<file path="src/common/lto_pkg.sv">
package lto_pkg;

    // ****************************************
    // register byte offsets
    // ****************************************
    localparam logic [7:0] LTO_OFS_CTRL = 8'h00;
    localparam logic [7:0] LTO_OFS_PULSE = 8'h04;
    localparam logic [7:0] LTO_OFS_UP1_LO = 8'h08;
    localparam logic [7:0] LTO_OFS_UP1_HI = 8'h0c;
    localparam logic [7:0] LTO_OFS_LO1_LO = 8'h10;
    localparam logic [7:0] LTO_OFS_LO1_HI = 8'h14;
    localparam logic [7:0] LTO_OFS_UP2_LO = 8'h18;
    localparam logic [7:0] LTO_OFS_UP2_HI = 8'h1c;
    localparam logic [7:0] LTO_OFS_LO2_LO = 8'h20;
    localparam logic [7:0] LTO_OFS_LO2_HI = 8'h24;
    localparam logic [7:0] LTO_OFS_RESULT = 8'h28;
    localparam logic [7:0] LTO_OFS_CLEAR = 8'h2c;
    localparam logic [7:0] LTO_OFS_IRQ_ST = 8'h30;
    localparam logic [7:0] LTO_OFS_IRQ_MASK = 8'h34;

    // ****************************************
    // control field positions
    // ****************************************
    localparam int LTO_CTRL_OUT_EN = 0;
    localparam int LTO_CTRL_PULSE_EN = 1;
    localparam int LTO_CTRL_POL_LOW = 2;
    localparam int LTO_CTRL_LATCH_EN = 3;
    localparam int LTO_CTRL_TEST_EN = 4;
    localparam int LTO_CTRL_AUTO_CLR = 6;
    localparam int LTO_CLR_MASTER = 2;

    // ****************************************
    // widths, resets, ranges
    // ****************************************
    localparam int LTO_VAL_W = 33;
    localparam int LTO_MS_W = 27;
    localparam int LTO_NTEST = 2;
    localparam int LTO_NLINE = 5;
    localparam int LTO_LINE_MASTER = 4;
    localparam logic [1:0] LTO_AUTO_CLR_RST = 2'h3;
    localparam logic [LTO_VAL_W-1:0] LTO_UP1_RST = 33'h000000001;
    localparam logic [LTO_VAL_W-1:0] LTO_LO1_RST = 33'h1ffffffff;
    localparam logic [LTO_VAL_W-1:0] LTO_UP2_RST = 33'h000000002;
    localparam logic [LTO_VAL_W-1:0] LTO_LO2_RST = 33'h1fffffffe;
    localparam logic [LTO_MS_W-1:0] LTO_PULSE_MS_MIN = 27'h0000001;
    localparam logic [LTO_MS_W-1:0] LTO_PULSE_MS_MAX = 27'h5f5e0ff;
    localparam logic [LTO_MS_W-1:0] LTO_PULSE_MS_RST = 27'h0000002;

    // ****************************************
    // timing
    // ****************************************
    localparam int LTO_CLK_PERIOD_NS = 25;
    localparam int LTO_PULSE_UNIT_NS = 1000000;
    localparam int LTO_CYC_PER_MS = LTO_PULSE_UNIT_NS / LTO_CLK_PERIOD_NS;

endpackage

</file>
<file path="src/rtl/lto_pulse.sv">
`timescale 1ns/1ps
module lto_pulse
    import lto_pkg::*;
#(
    parameter int CYC_PER_MS = LTO_CYC_PER_MS
)
(
    // clock and reset
    input wire logic pclk,
    input wire logic presetn,
    // control
    input wire logic pulse_en,
    input wire logic [LTO_MS_W-1:0] dur_ms,
    // condition in, line activity out
    input wire logic trig,
    output logic act
);

    typedef enum logic [1:0] {
        LTO_ST_IDLE = 2'b01,
        LTO_ST_RUN = 2'b10
    } lto_pstate_e;

    typedef struct packed {
        lto_pstate_e st;
        logic prev;
        logic [31:0] sub;
        logic [LTO_MS_W-1:0] ms;
        logic act;
    } lto_pulse_s;

    lto_pulse_s q, d;

    always_comb
    begin
        d = q;
        d.prev = trig;
        case (q.st)
            LTO_ST_IDLE:
            begin
                // a new condition edge starts one timed pulse
                if (pulse_en && trig && !q.prev)
                begin
                    d.st = LTO_ST_RUN;
                    d.sub = 32'(CYC_PER_MS - 1);
                    d.ms = dur_ms;
                end
            end
            LTO_ST_RUN:
            begin
                if (!pulse_en)
                    d.st = LTO_ST_IDLE;
                else if (q.sub == 32'h0)
                begin
                    d.sub = 32'(CYC_PER_MS - 1);
                    d.ms = q.ms - 1'b1;
                    if (q.ms == LTO_PULSE_MS_MIN)
                        d.st = LTO_ST_IDLE;
                end
                else
                    d.sub = q.sub - 1'b1;
            end
            default:
                d.st = LTO_ST_IDLE;
        endcase
        d.act = pulse_en ? (d.st == LTO_ST_RUN) : trig;
    end

    always_ff @(posedge pclk or negedge presetn)
    begin
        if (!presetn)
            q <= '{st: LTO_ST_IDLE, default: '0};
        else
            q <= d;
    end

    assign act = q.act;

endmodule

</file>
<file path="src/rtl/lto_top.sv">
`timescale 1ns/1ps
// Functional notes
// - master limit latch can be enabled or disabled; off after reset
// - limit lines driven only while output enable set; enable reads back
// - pulsing mode selectable, off by default; condition gives a timed pulse
// - pulse time 0.001 to 99999.999 s, default 0.002 s
// - one polarity for all lines, high true by default
// - first test holds upper and lower bound, defaults 1 and -1
// - second test holds its own bounds, defaults 2 and -2
// - each test enabled separately, off by default, enable reads back
// - result read shows 1 for a failing test, 0 otherwise
// - clear request resets that test's high and low events
// - per-test auto clear, on by default; off keeps events until cleared
module lto_top
    import lto_pkg::*;
#(
    parameter int CYC_PER_MS = LTO_CYC_PER_MS
)
(
    // clock and reset
    input wire logic pclk,
    input wire logic presetn,
    // apb slave
    input wire logic psel,
    input wire logic penable,
    input wire logic pwrite,
    input wire logic [7:0] paddr,
    input wire logic [31:0] pwdata,
    output logic [31:0] prdata,
    output logic pready,
    output logic pslverr,
    // readings
    input wire logic reading_valid,
    input wire logic [LTO_VAL_W-1:0] reading_value,
    // limit lines: hi1, lo1, hi2, lo2, master
    output logic [LTO_NLINE-1:0] lim_line_o,
    output logic [LTO_NLINE-1:0] lim_line_oe,
    // interrupt
    output logic irq
);

    typedef struct packed {
        logic out_en;
        logic pulse_en;
        logic pol_low;
        logic latch_en;
        logic [LTO_NTEST-1:0] test_en;
        logic [LTO_NTEST-1:0] auto_clr;
        logic [LTO_MS_W-1:0] pulse_ms;
        logic [LTO_NTEST-1:0][LTO_VAL_W-1:0] upper;
        logic [LTO_NTEST-1:0][LTO_VAL_W-1:0] lower;
        logic [2*LTO_NTEST-1:0] evt;
        logic master;
        logic [2*LTO_NTEST-1:0] irq_st;
        logic [2*LTO_NTEST-1:0] irq_mask;
        logic [31:0] prdata;
        logic pslverr;
        logic [LTO_NLINE-1:0] line;
        logic [LTO_NLINE-1:0] oe;
    } lto_regs_s;

    lto_regs_s q, d;

    logic wr, rd_acc, setup;
    logic [LTO_NTEST-1:0] clr_req, hit_hi, hit_lo;
    logic [LTO_NLINE-1:0] cond, act;
    logic [31:0] rmux;
    logic mapped;
    logic [LTO_MS_W-1:0] ms_wr;

    assign wr = psel && penable && pwrite;
    assign rd_acc = psel && penable && !pwrite;
    assign setup = psel && !penable;

    // ****************************************
    // limit comparison
    // ****************************************
    always_comb
    begin
        for (int t = 0; t < LTO_NTEST; t++)
        begin
            hit_hi[t] = reading_valid && q.test_en[t] &&
                ($signed(reading_value) > $signed(q.upper[t]));
            hit_lo[t] = reading_valid && q.test_en[t] &&
                ($signed(reading_value) < $signed(q.lower[t]));
            clr_req[t] = wr && (paddr == LTO_OFS_CLEAR) && pwdata[t];
        end
    end

    // ****************************************
    // read mux and pulse time clamp
    // ****************************************
    always_comb
    begin
        rmux = 32'h0;
        mapped = 1'b1;
        case (paddr)
            LTO_OFS_CTRL:
                rmux = {24'h0, q.auto_clr, q.test_en, q.latch_en,
                    q.pol_low, q.pulse_en, q.out_en};
            LTO_OFS_PULSE: rmux = {5'h0, q.pulse_ms};
            LTO_OFS_UP1_LO: rmux = q.upper[0][31:0];
            LTO_OFS_UP1_HI: rmux = {32{q.upper[0][32]}};
            LTO_OFS_LO1_LO: rmux = q.lower[0][31:0];
            LTO_OFS_LO1_HI: rmux = {32{q.lower[0][32]}};
            LTO_OFS_UP2_LO: rmux = q.upper[1][31:0];
            LTO_OFS_UP2_HI: rmux = {32{q.upper[1][32]}};
            LTO_OFS_LO2_LO: rmux = q.lower[1][31:0];
            LTO_OFS_LO2_HI: rmux = {32{q.lower[1][32]}};
            LTO_OFS_RESULT:
                rmux = {25'h0, q.master, q.evt,
                    |q.evt[3:2], |q.evt[1:0]};
            LTO_OFS_CLEAR: rmux = 32'h0;
            LTO_OFS_IRQ_ST: rmux = {28'h0, q.irq_st};
            LTO_OFS_IRQ_MASK: rmux = {28'h0, q.irq_mask};
            default: mapped = 1'b0;
        endcase
        // out-of-range pulse times are pulled to the nearest legal value
        if (pwdata[31:LTO_MS_W] != 5'h0 ||
            pwdata[LTO_MS_W-1:0] > LTO_PULSE_MS_MAX)
            ms_wr = LTO_PULSE_MS_MAX;
        else if (pwdata[LTO_MS_W-1:0] < LTO_PULSE_MS_MIN)
            ms_wr = LTO_PULSE_MS_MIN;
        else
            ms_wr = pwdata[LTO_MS_W-1:0];
    end

    // ****************************************
    // next state
    // ****************************************
    always_comb
    begin
        d = q;
        if (setup)
        begin
            d.prdata = rmux;
            d.pslverr = !mapped;
        end
        if (wr)
        begin
            case (paddr)
                LTO_OFS_CTRL:
                begin
                    d.out_en = pwdata[LTO_CTRL_OUT_EN];
                    d.pulse_en = pwdata[LTO_CTRL_PULSE_EN];
                    d.pol_low = pwdata[LTO_CTRL_POL_LOW];
                    d.latch_en = pwdata[LTO_CTRL_LATCH_EN];
                    d.test_en = pwdata[LTO_CTRL_TEST_EN+:2];
                    d.auto_clr = pwdata[LTO_CTRL_AUTO_CLR+:2];
                end
                LTO_OFS_PULSE: d.pulse_ms = ms_wr;
                LTO_OFS_UP1_LO: d.upper[0][31:0] = pwdata;
                LTO_OFS_UP1_HI: d.upper[0][32] = pwdata[0];
                LTO_OFS_LO1_LO: d.lower[0][31:0] = pwdata;
                LTO_OFS_LO1_HI: d.lower[0][32] = pwdata[0];
                LTO_OFS_UP2_LO: d.upper[1][31:0] = pwdata;
                LTO_OFS_UP2_HI: d.upper[1][32] = pwdata[0];
                LTO_OFS_LO2_LO: d.lower[1][31:0] = pwdata;
                LTO_OFS_LO2_HI: d.lower[1][32] = pwdata[0];
                LTO_OFS_IRQ_MASK: d.irq_mask = pwdata[3:0];
                default: d.pslverr = q.pslverr;
            endcase
        end
        // events: clear, then auto-clear follows the reading, then set wins
        for (int t = 0; t < LTO_NTEST; t++)
        begin
            if (clr_req[t])
                d.evt[2*t+:2] = 2'h0;
            if (reading_valid && q.test_en[t] && q.auto_clr[t])
                d.evt[2*t+:2] = 2'h0;
            if (hit_hi[t])
                d.evt[2*t] = 1'b1;
            if (hit_lo[t])
                d.evt[2*t+1] = 1'b1;
        end
        // a read of the status word clears it; new events still land
        if (rd_acc && paddr == LTO_OFS_IRQ_ST)
            d.irq_st = '0;
        for (int t = 0; t < LTO_NTEST; t++)
            d.irq_st[2*t+:2] = d.irq_st[2*t+:2] | {hit_lo[t], hit_hi[t]};
        // master limit: any failing test, held while the latch is on
        if (q.latch_en)
            d.master = (q.master && !(wr && paddr == LTO_OFS_CLEAR &&
                pwdata[LTO_CLR_MASTER])) || (|d.evt);
        else
            d.master = |d.evt;
        d.line = act ^ {LTO_NLINE{q.pol_low}};
        d.oe = {LTO_NLINE{q.out_en}};
    end

    // ****************************************
    // state register
    // ****************************************
    always_ff @(posedge pclk or negedge presetn)
    begin
        if (!presetn)
        begin
            q <= '0;
            q.auto_clr <= LTO_AUTO_CLR_RST;
            q.pulse_ms <= LTO_PULSE_MS_RST;
            q.upper[0] <= LTO_UP1_RST;
            q.lower[0] <= LTO_LO1_RST;
            q.upper[1] <= LTO_UP2_RST;
            q.lower[1] <= LTO_LO2_RST;
        end
        else
            q <= d;
    end

    // ****************************************
    // per-line pulse shaping
    // ****************************************
    assign cond = {q.master, q.evt};

    for (genvar i = 0; i < LTO_NLINE; i++)
    begin : g_line
        lto_pulse #(
            .CYC_PER_MS(CYC_PER_MS)
        ) u_pulse (
            .pclk(pclk),
            .presetn(presetn),
            .pulse_en(q.pulse_en),
            .dur_ms(q.pulse_ms),
            .trig(cond[i]),
            .act(act[i])
        );
    end

    // zero wait states keep the slave simple; data was fetched in setup
    assign pready = 1'b1;
    assign prdata = q.prdata;
    assign pslverr = q.pslverr;
    assign lim_line_o = q.line;
    assign lim_line_oe = q.oe;
    assign irq = |(q.irq_st & q.irq_mask);
endmodule

</file>
<file path="config.mk">
export PLATFORM = sky130hd
export DESIGN_NAME = lto_top
export DESIGN_NICKNAME = d
export VERILOG_FILES = /design/src/common/lto_pkg.sv /design/src/rtl/lto_pulse.sv /design/src/rtl/lto_top.sv
export SDC_FILE = /design/constraint.sdc
export NUM_CORES = 1
export LEC_CHECK = 0
export ABC_CLOCK_PERIOD_IN_PS = 3850
export BUFFER_PORTS_ARGS = -buffer_cell sky130_fd_sc_hd__buf_2
export CAP_MARGIN = 25
export CORE_UTILIZATION = 30
export CTS_CLUSTER_SIZE = 8
export DETAILED_ROUTE_END_ITERATION = 8
export PLACE_DENSITY_LB_ADDON = 0.25
export SYNTH_ARGS = -nofsm -noshare
export SYNTH_HDL_FRONTEND = slang
export SYNTH_SLANG_ARGS = --single-unit
</file>
<file path="constraint.sdc">
create_clock -name pclk -period 3.85 [get_ports pclk]
set_input_delay 0.385 -clock pclk [delete_from_list [all_inputs] [get_ports pclk]]
set_output_delay 0.385 -clock pclk [all_outputs]
set_load 0.01 [all_outputs]
</file>
==> results.py <==
metrics = {
    "outcome": {
        "status": "completed",
    },
    "clock_network": {
        "clkSlewWorstSetupHoldPaths_ps": 50,
        "htree_levels": 3,
        "clkSinkCount": 534,
        "clk_latency_ps": 630,
        "clockBufferDepth": 3,
        "cts_root_buf": "clkbuf_16",
        "numCtsBuffers": 78,
        "post_cts_buffers": 0,
        "tritoncts": "yes",
        "ctsResizeCount": 0,
    },
    "grt": {
        "grt_max_degree": 87,
        "antenna_found_initial": 19,
        "grt_pass1_vias": 24690,
        "track_usage_pct": 18.59,
        "grt_overflow": 0,
        "grt_pass1_wl_um": 149900,
    },
    "logic_synthesis": {
        "yosys_warnings": 0,
        "synth_cell_types": 78,
        "synth_flop_cell": "dfrtp_1",
        "syn_nets": 3554,
        "synth-seq-area-share_pct": 43.99,
        "synth_cells": 3315,
        "yosysTopAreaCell": "dfrtp_1",
        "synth_edf_count": 0,
        "syn-cell-area_sq_um": 30590,
        "synth_seq_cells": 534,
        "synth_async_sr_flop_share_pct": 100.0,
        "synth_top_area_share_pct": 37.55,
        "syn_area_per_cell_sq_um": 9.228,
        "ys_top_cells_by_area": "dfrtp_1 (38%), ha_1 (6.5%), dfstp_2 (6.4%)",
    },
    "worst_setup_path": {
        "critPathSlowestCell": "or4_1",
        "crit_buf_inv": 1,
        "max_stage_delay_ps": 610,
        "critPathCaptureType": "register",
        "cp_cell_sequence": "or4_1, or4b_1, o41ai_1, and2_1, buf_4, nand2_1, mux2i_1, a21oi_1",
        "critPathLaunch": "g_line[4].u_pulse.q[41]",
        "worstPathMaxFanout": 50,
        "timing.rr.start": "g_line[4].u_pulse.q[41]",
        "start_kind": "register",
        "critPathKind": "reg -> reg",
        "crit_family": "simple AND/OR/NAND/NOR gates",
        "required_ps": 4330,
        "critPathArrivalTime_ps": 3760,
    },
    "detailed_routing": {
        "drc": 0,
        "vias": 25460,
        "finalWirelength_um": 96170,
        "drt_iter0_drc": 1994,
        "viasPerCell": 5.271,
        "ant_nets": 0,
        "first_pass_iters": 6,
        "route.detailed.wl_per_inst_um": 19.92,
    },
    "place": {
        "gp_congestion": 0.8609,
        "port_buffers": 122,
        "dp_hpwl_um": 66720,
        "place_worst_setup_slack_ps": 631.9,
        "place_area_sq_um": 32770,
    },
    "sta": {
        "hold_slack_ps": 51.32,
        "skew_ps": 34.89,
        "tns_ps": 0,
        "fin_ws_ps": 569.1,
        "hold_violations": 0,
        "grt_setup_unrepaired": "no",
        "drv_slew": 0,
        "period_share_pct": 85.22,
        "tightest_slew_ps": 996.9,
        "setup_viol": 0,
        "min_period_ps": 3281,
        "slew_headroom_pct": 32.92,
        "fmax_mhz": 304.8,
    },
    "floorplan": {
        "die_h_um": 321.3,
        "fp.dieW_um": 321.3,
        "core_area_sq_um": 100600,
        "dieArea_sq_um": 103300,
        "rows": 116,
        "ios": 124,
        "initial_utilization_pct": 30.41,
    },
    "power": {
        "vdd_drop_max_mv": 0.3204,
        "switchingPower_mw": 5.750,
        "p_comb_share_pct": 22.3,
        "swShare_pct": 33.19,
        "clockPowerShare_pct": 37.9,
        "seqPwrFrac_pct": 39.8,
        "p_leak_nw": 15.40,
        "powerDensity_nw_per_um2": 493.9,
        "internal_power_mw": 11.57,
    },
    "layout": {
        "area_growth_pct": 14.67,
        "num-nets-final": 3649,
        "final_cell_area_sq_um": 35080,
        "fin_util_pct": 34.87,
        "drive_gt1_share_pct": 15.30,
    },
    "hold_path": {
        "worstHoldStart": "pwdata[29]",
        "hold_class": "in -> reg",
    },
    "job": {
        "cap_violations": 0,
    },
}
-- final cells by class --
class	instances	area, sq um
inverters	191	716.9
repair buffers	196	1291
diodes	1	2.502
flip-flops and latches	534	13460
well taps	1357	1698
clock buffers	135	2207
clock inverters	6	85.08
fillers	10270	65500
multi-input cells	2409	15620
-- Yosys cell counts (all sizes together), types with 6 or more instances --
master	count
or3	55
nor4b	8
or4b	6
nand2b	13
ha	160
xnor2	74
or4	43
a22oi	78
o21ai	248
a222oi	26
nor3	126
a221o	11
nor2	294
nor2b	23
xor2	49
o22ai	54
nand2	297
mux2	128
nor3b	11
or2	17
inv	190
a21oi	189
nand3	111
a21o	14
o2111ai	7
dfrtp	459
o31ai	11
nor4	88
nand4b	13
and4	12
a211oi	8
and2	18
o21a	6
a221oi	13
mux2i	12
clkbuf	121
nand3b	11
dfstp	75
a31oi	15
buf	60
o22a	19
and3	12
nand4	50
a22o	16
a32oi	14
-- registers in the layout, indices dropped and copies added (netlist names) --
signal              count
g_line.u_pulse.q      310
g_line.u_pulse.act      5
cond                    5
prdata                 32
q                     174
pslverr                 1
lim_line_oe             1
d                       1
lim_line_o              5
-- what timing repair did --
action | in CTS | in global routing
hold buffers | 1 | 0
setup endpoints to repair | 0 | 0
hold endpoints to repair | 67 | 0
-- metrics by stage --
stage | total power [mW] | instances
final | 17.32 | 4829
after global routing | 18.33 | 4829
after CTS | 17.51 | 4828
after detailed placement | 10.81 | 4686
after global placement | 10.75 | 4685
after floorplan | 9.575 | 3315
-- final timing paths --
path                            slack (ps)                endpoint  cells after the start
worst max-delay path                   570  g_line[4].u_pulse.q[4]                      8
worst min register to register         450           lim_line_o[4]                      1
max in group asynchronous             2390                  q[113]                      3
worst min-delay path                    50                  q[151]                      2
worst max register to register         570  g_line[4].u_pulse.q[4]                      8
min in group asynchronous              420           lim_line_o[0]                      2
-- worst reg2reg max path: cells and delay by family, from the launching register on --
kind | cells | cell delay [ps]
AOI/OAI and AO/OA | 2 | 600
buffers and inverters | 1 | 440
muxes | 1 | 160
and+or+nand+nor | 4 | 1540
DFF | 1 | 410
-- power groups by stage --
stage / clock network [mW] / logic, mW / registers [mW]
2_1_floorplan: 0 / 2.84 / 6.73
5_1_grt: 6.99 / 4.34 / 7.00
4_1_cts: 6.77 / 3.86 / 6.88
6_report: 6.57 / 3.85 / 6.90
3_3_place_gp: 0 / 3.79 / 6.96
3_5_place_dp: 0 / 3.84 / 6.97
-- routing by layer --
metal  vias to the layer above  wire length, um  track usage [%]
met5                         -              135                0
met4                        20             2006            4.741
met1                     12440            44930            25.48
met2                       580            44220            29.92
li1                      12250                -                -
met3                       162             4875            3.557
-- cells in the final DEF, fill, tap and decap left out, types with 79 or more instances in the layout --
| master | synthesis | layout |
|---|---|---|
| dfrtp_1 | 459 | 459 |
| nand2_1 | 297 | 293 |
| nor2_1 | 294 | 291 |
| o21ai_0 | 243 | 243 |
| inv_1 | 190 | 190 |
| a21oi_1 | 189 | 189 |
| ha_1 | 160 | 160 |
| mux2_2 | 128 | 128 |
| nor3_1 | 126 | 125 |
| buf_2 | 9 | 121 |
| nand3_1 | 111 | 111 |
| nor4_1 | 88 | 88 |
| clkbuf_16 | 0 | 79 |
-- kinds of logic after synthesis --
family | share of synthesized area [%]
buffers and inverters | 5.203
and+or+nand+nor | 19.96
AOI/OAI and AO/OA | 15.66
muxes | 5.105
DFF | 43.99
other | 0.01226
adders and majority gates | 6.544
xor gates and xnor gates | 3.522
(Power assumes the default switching activity.)
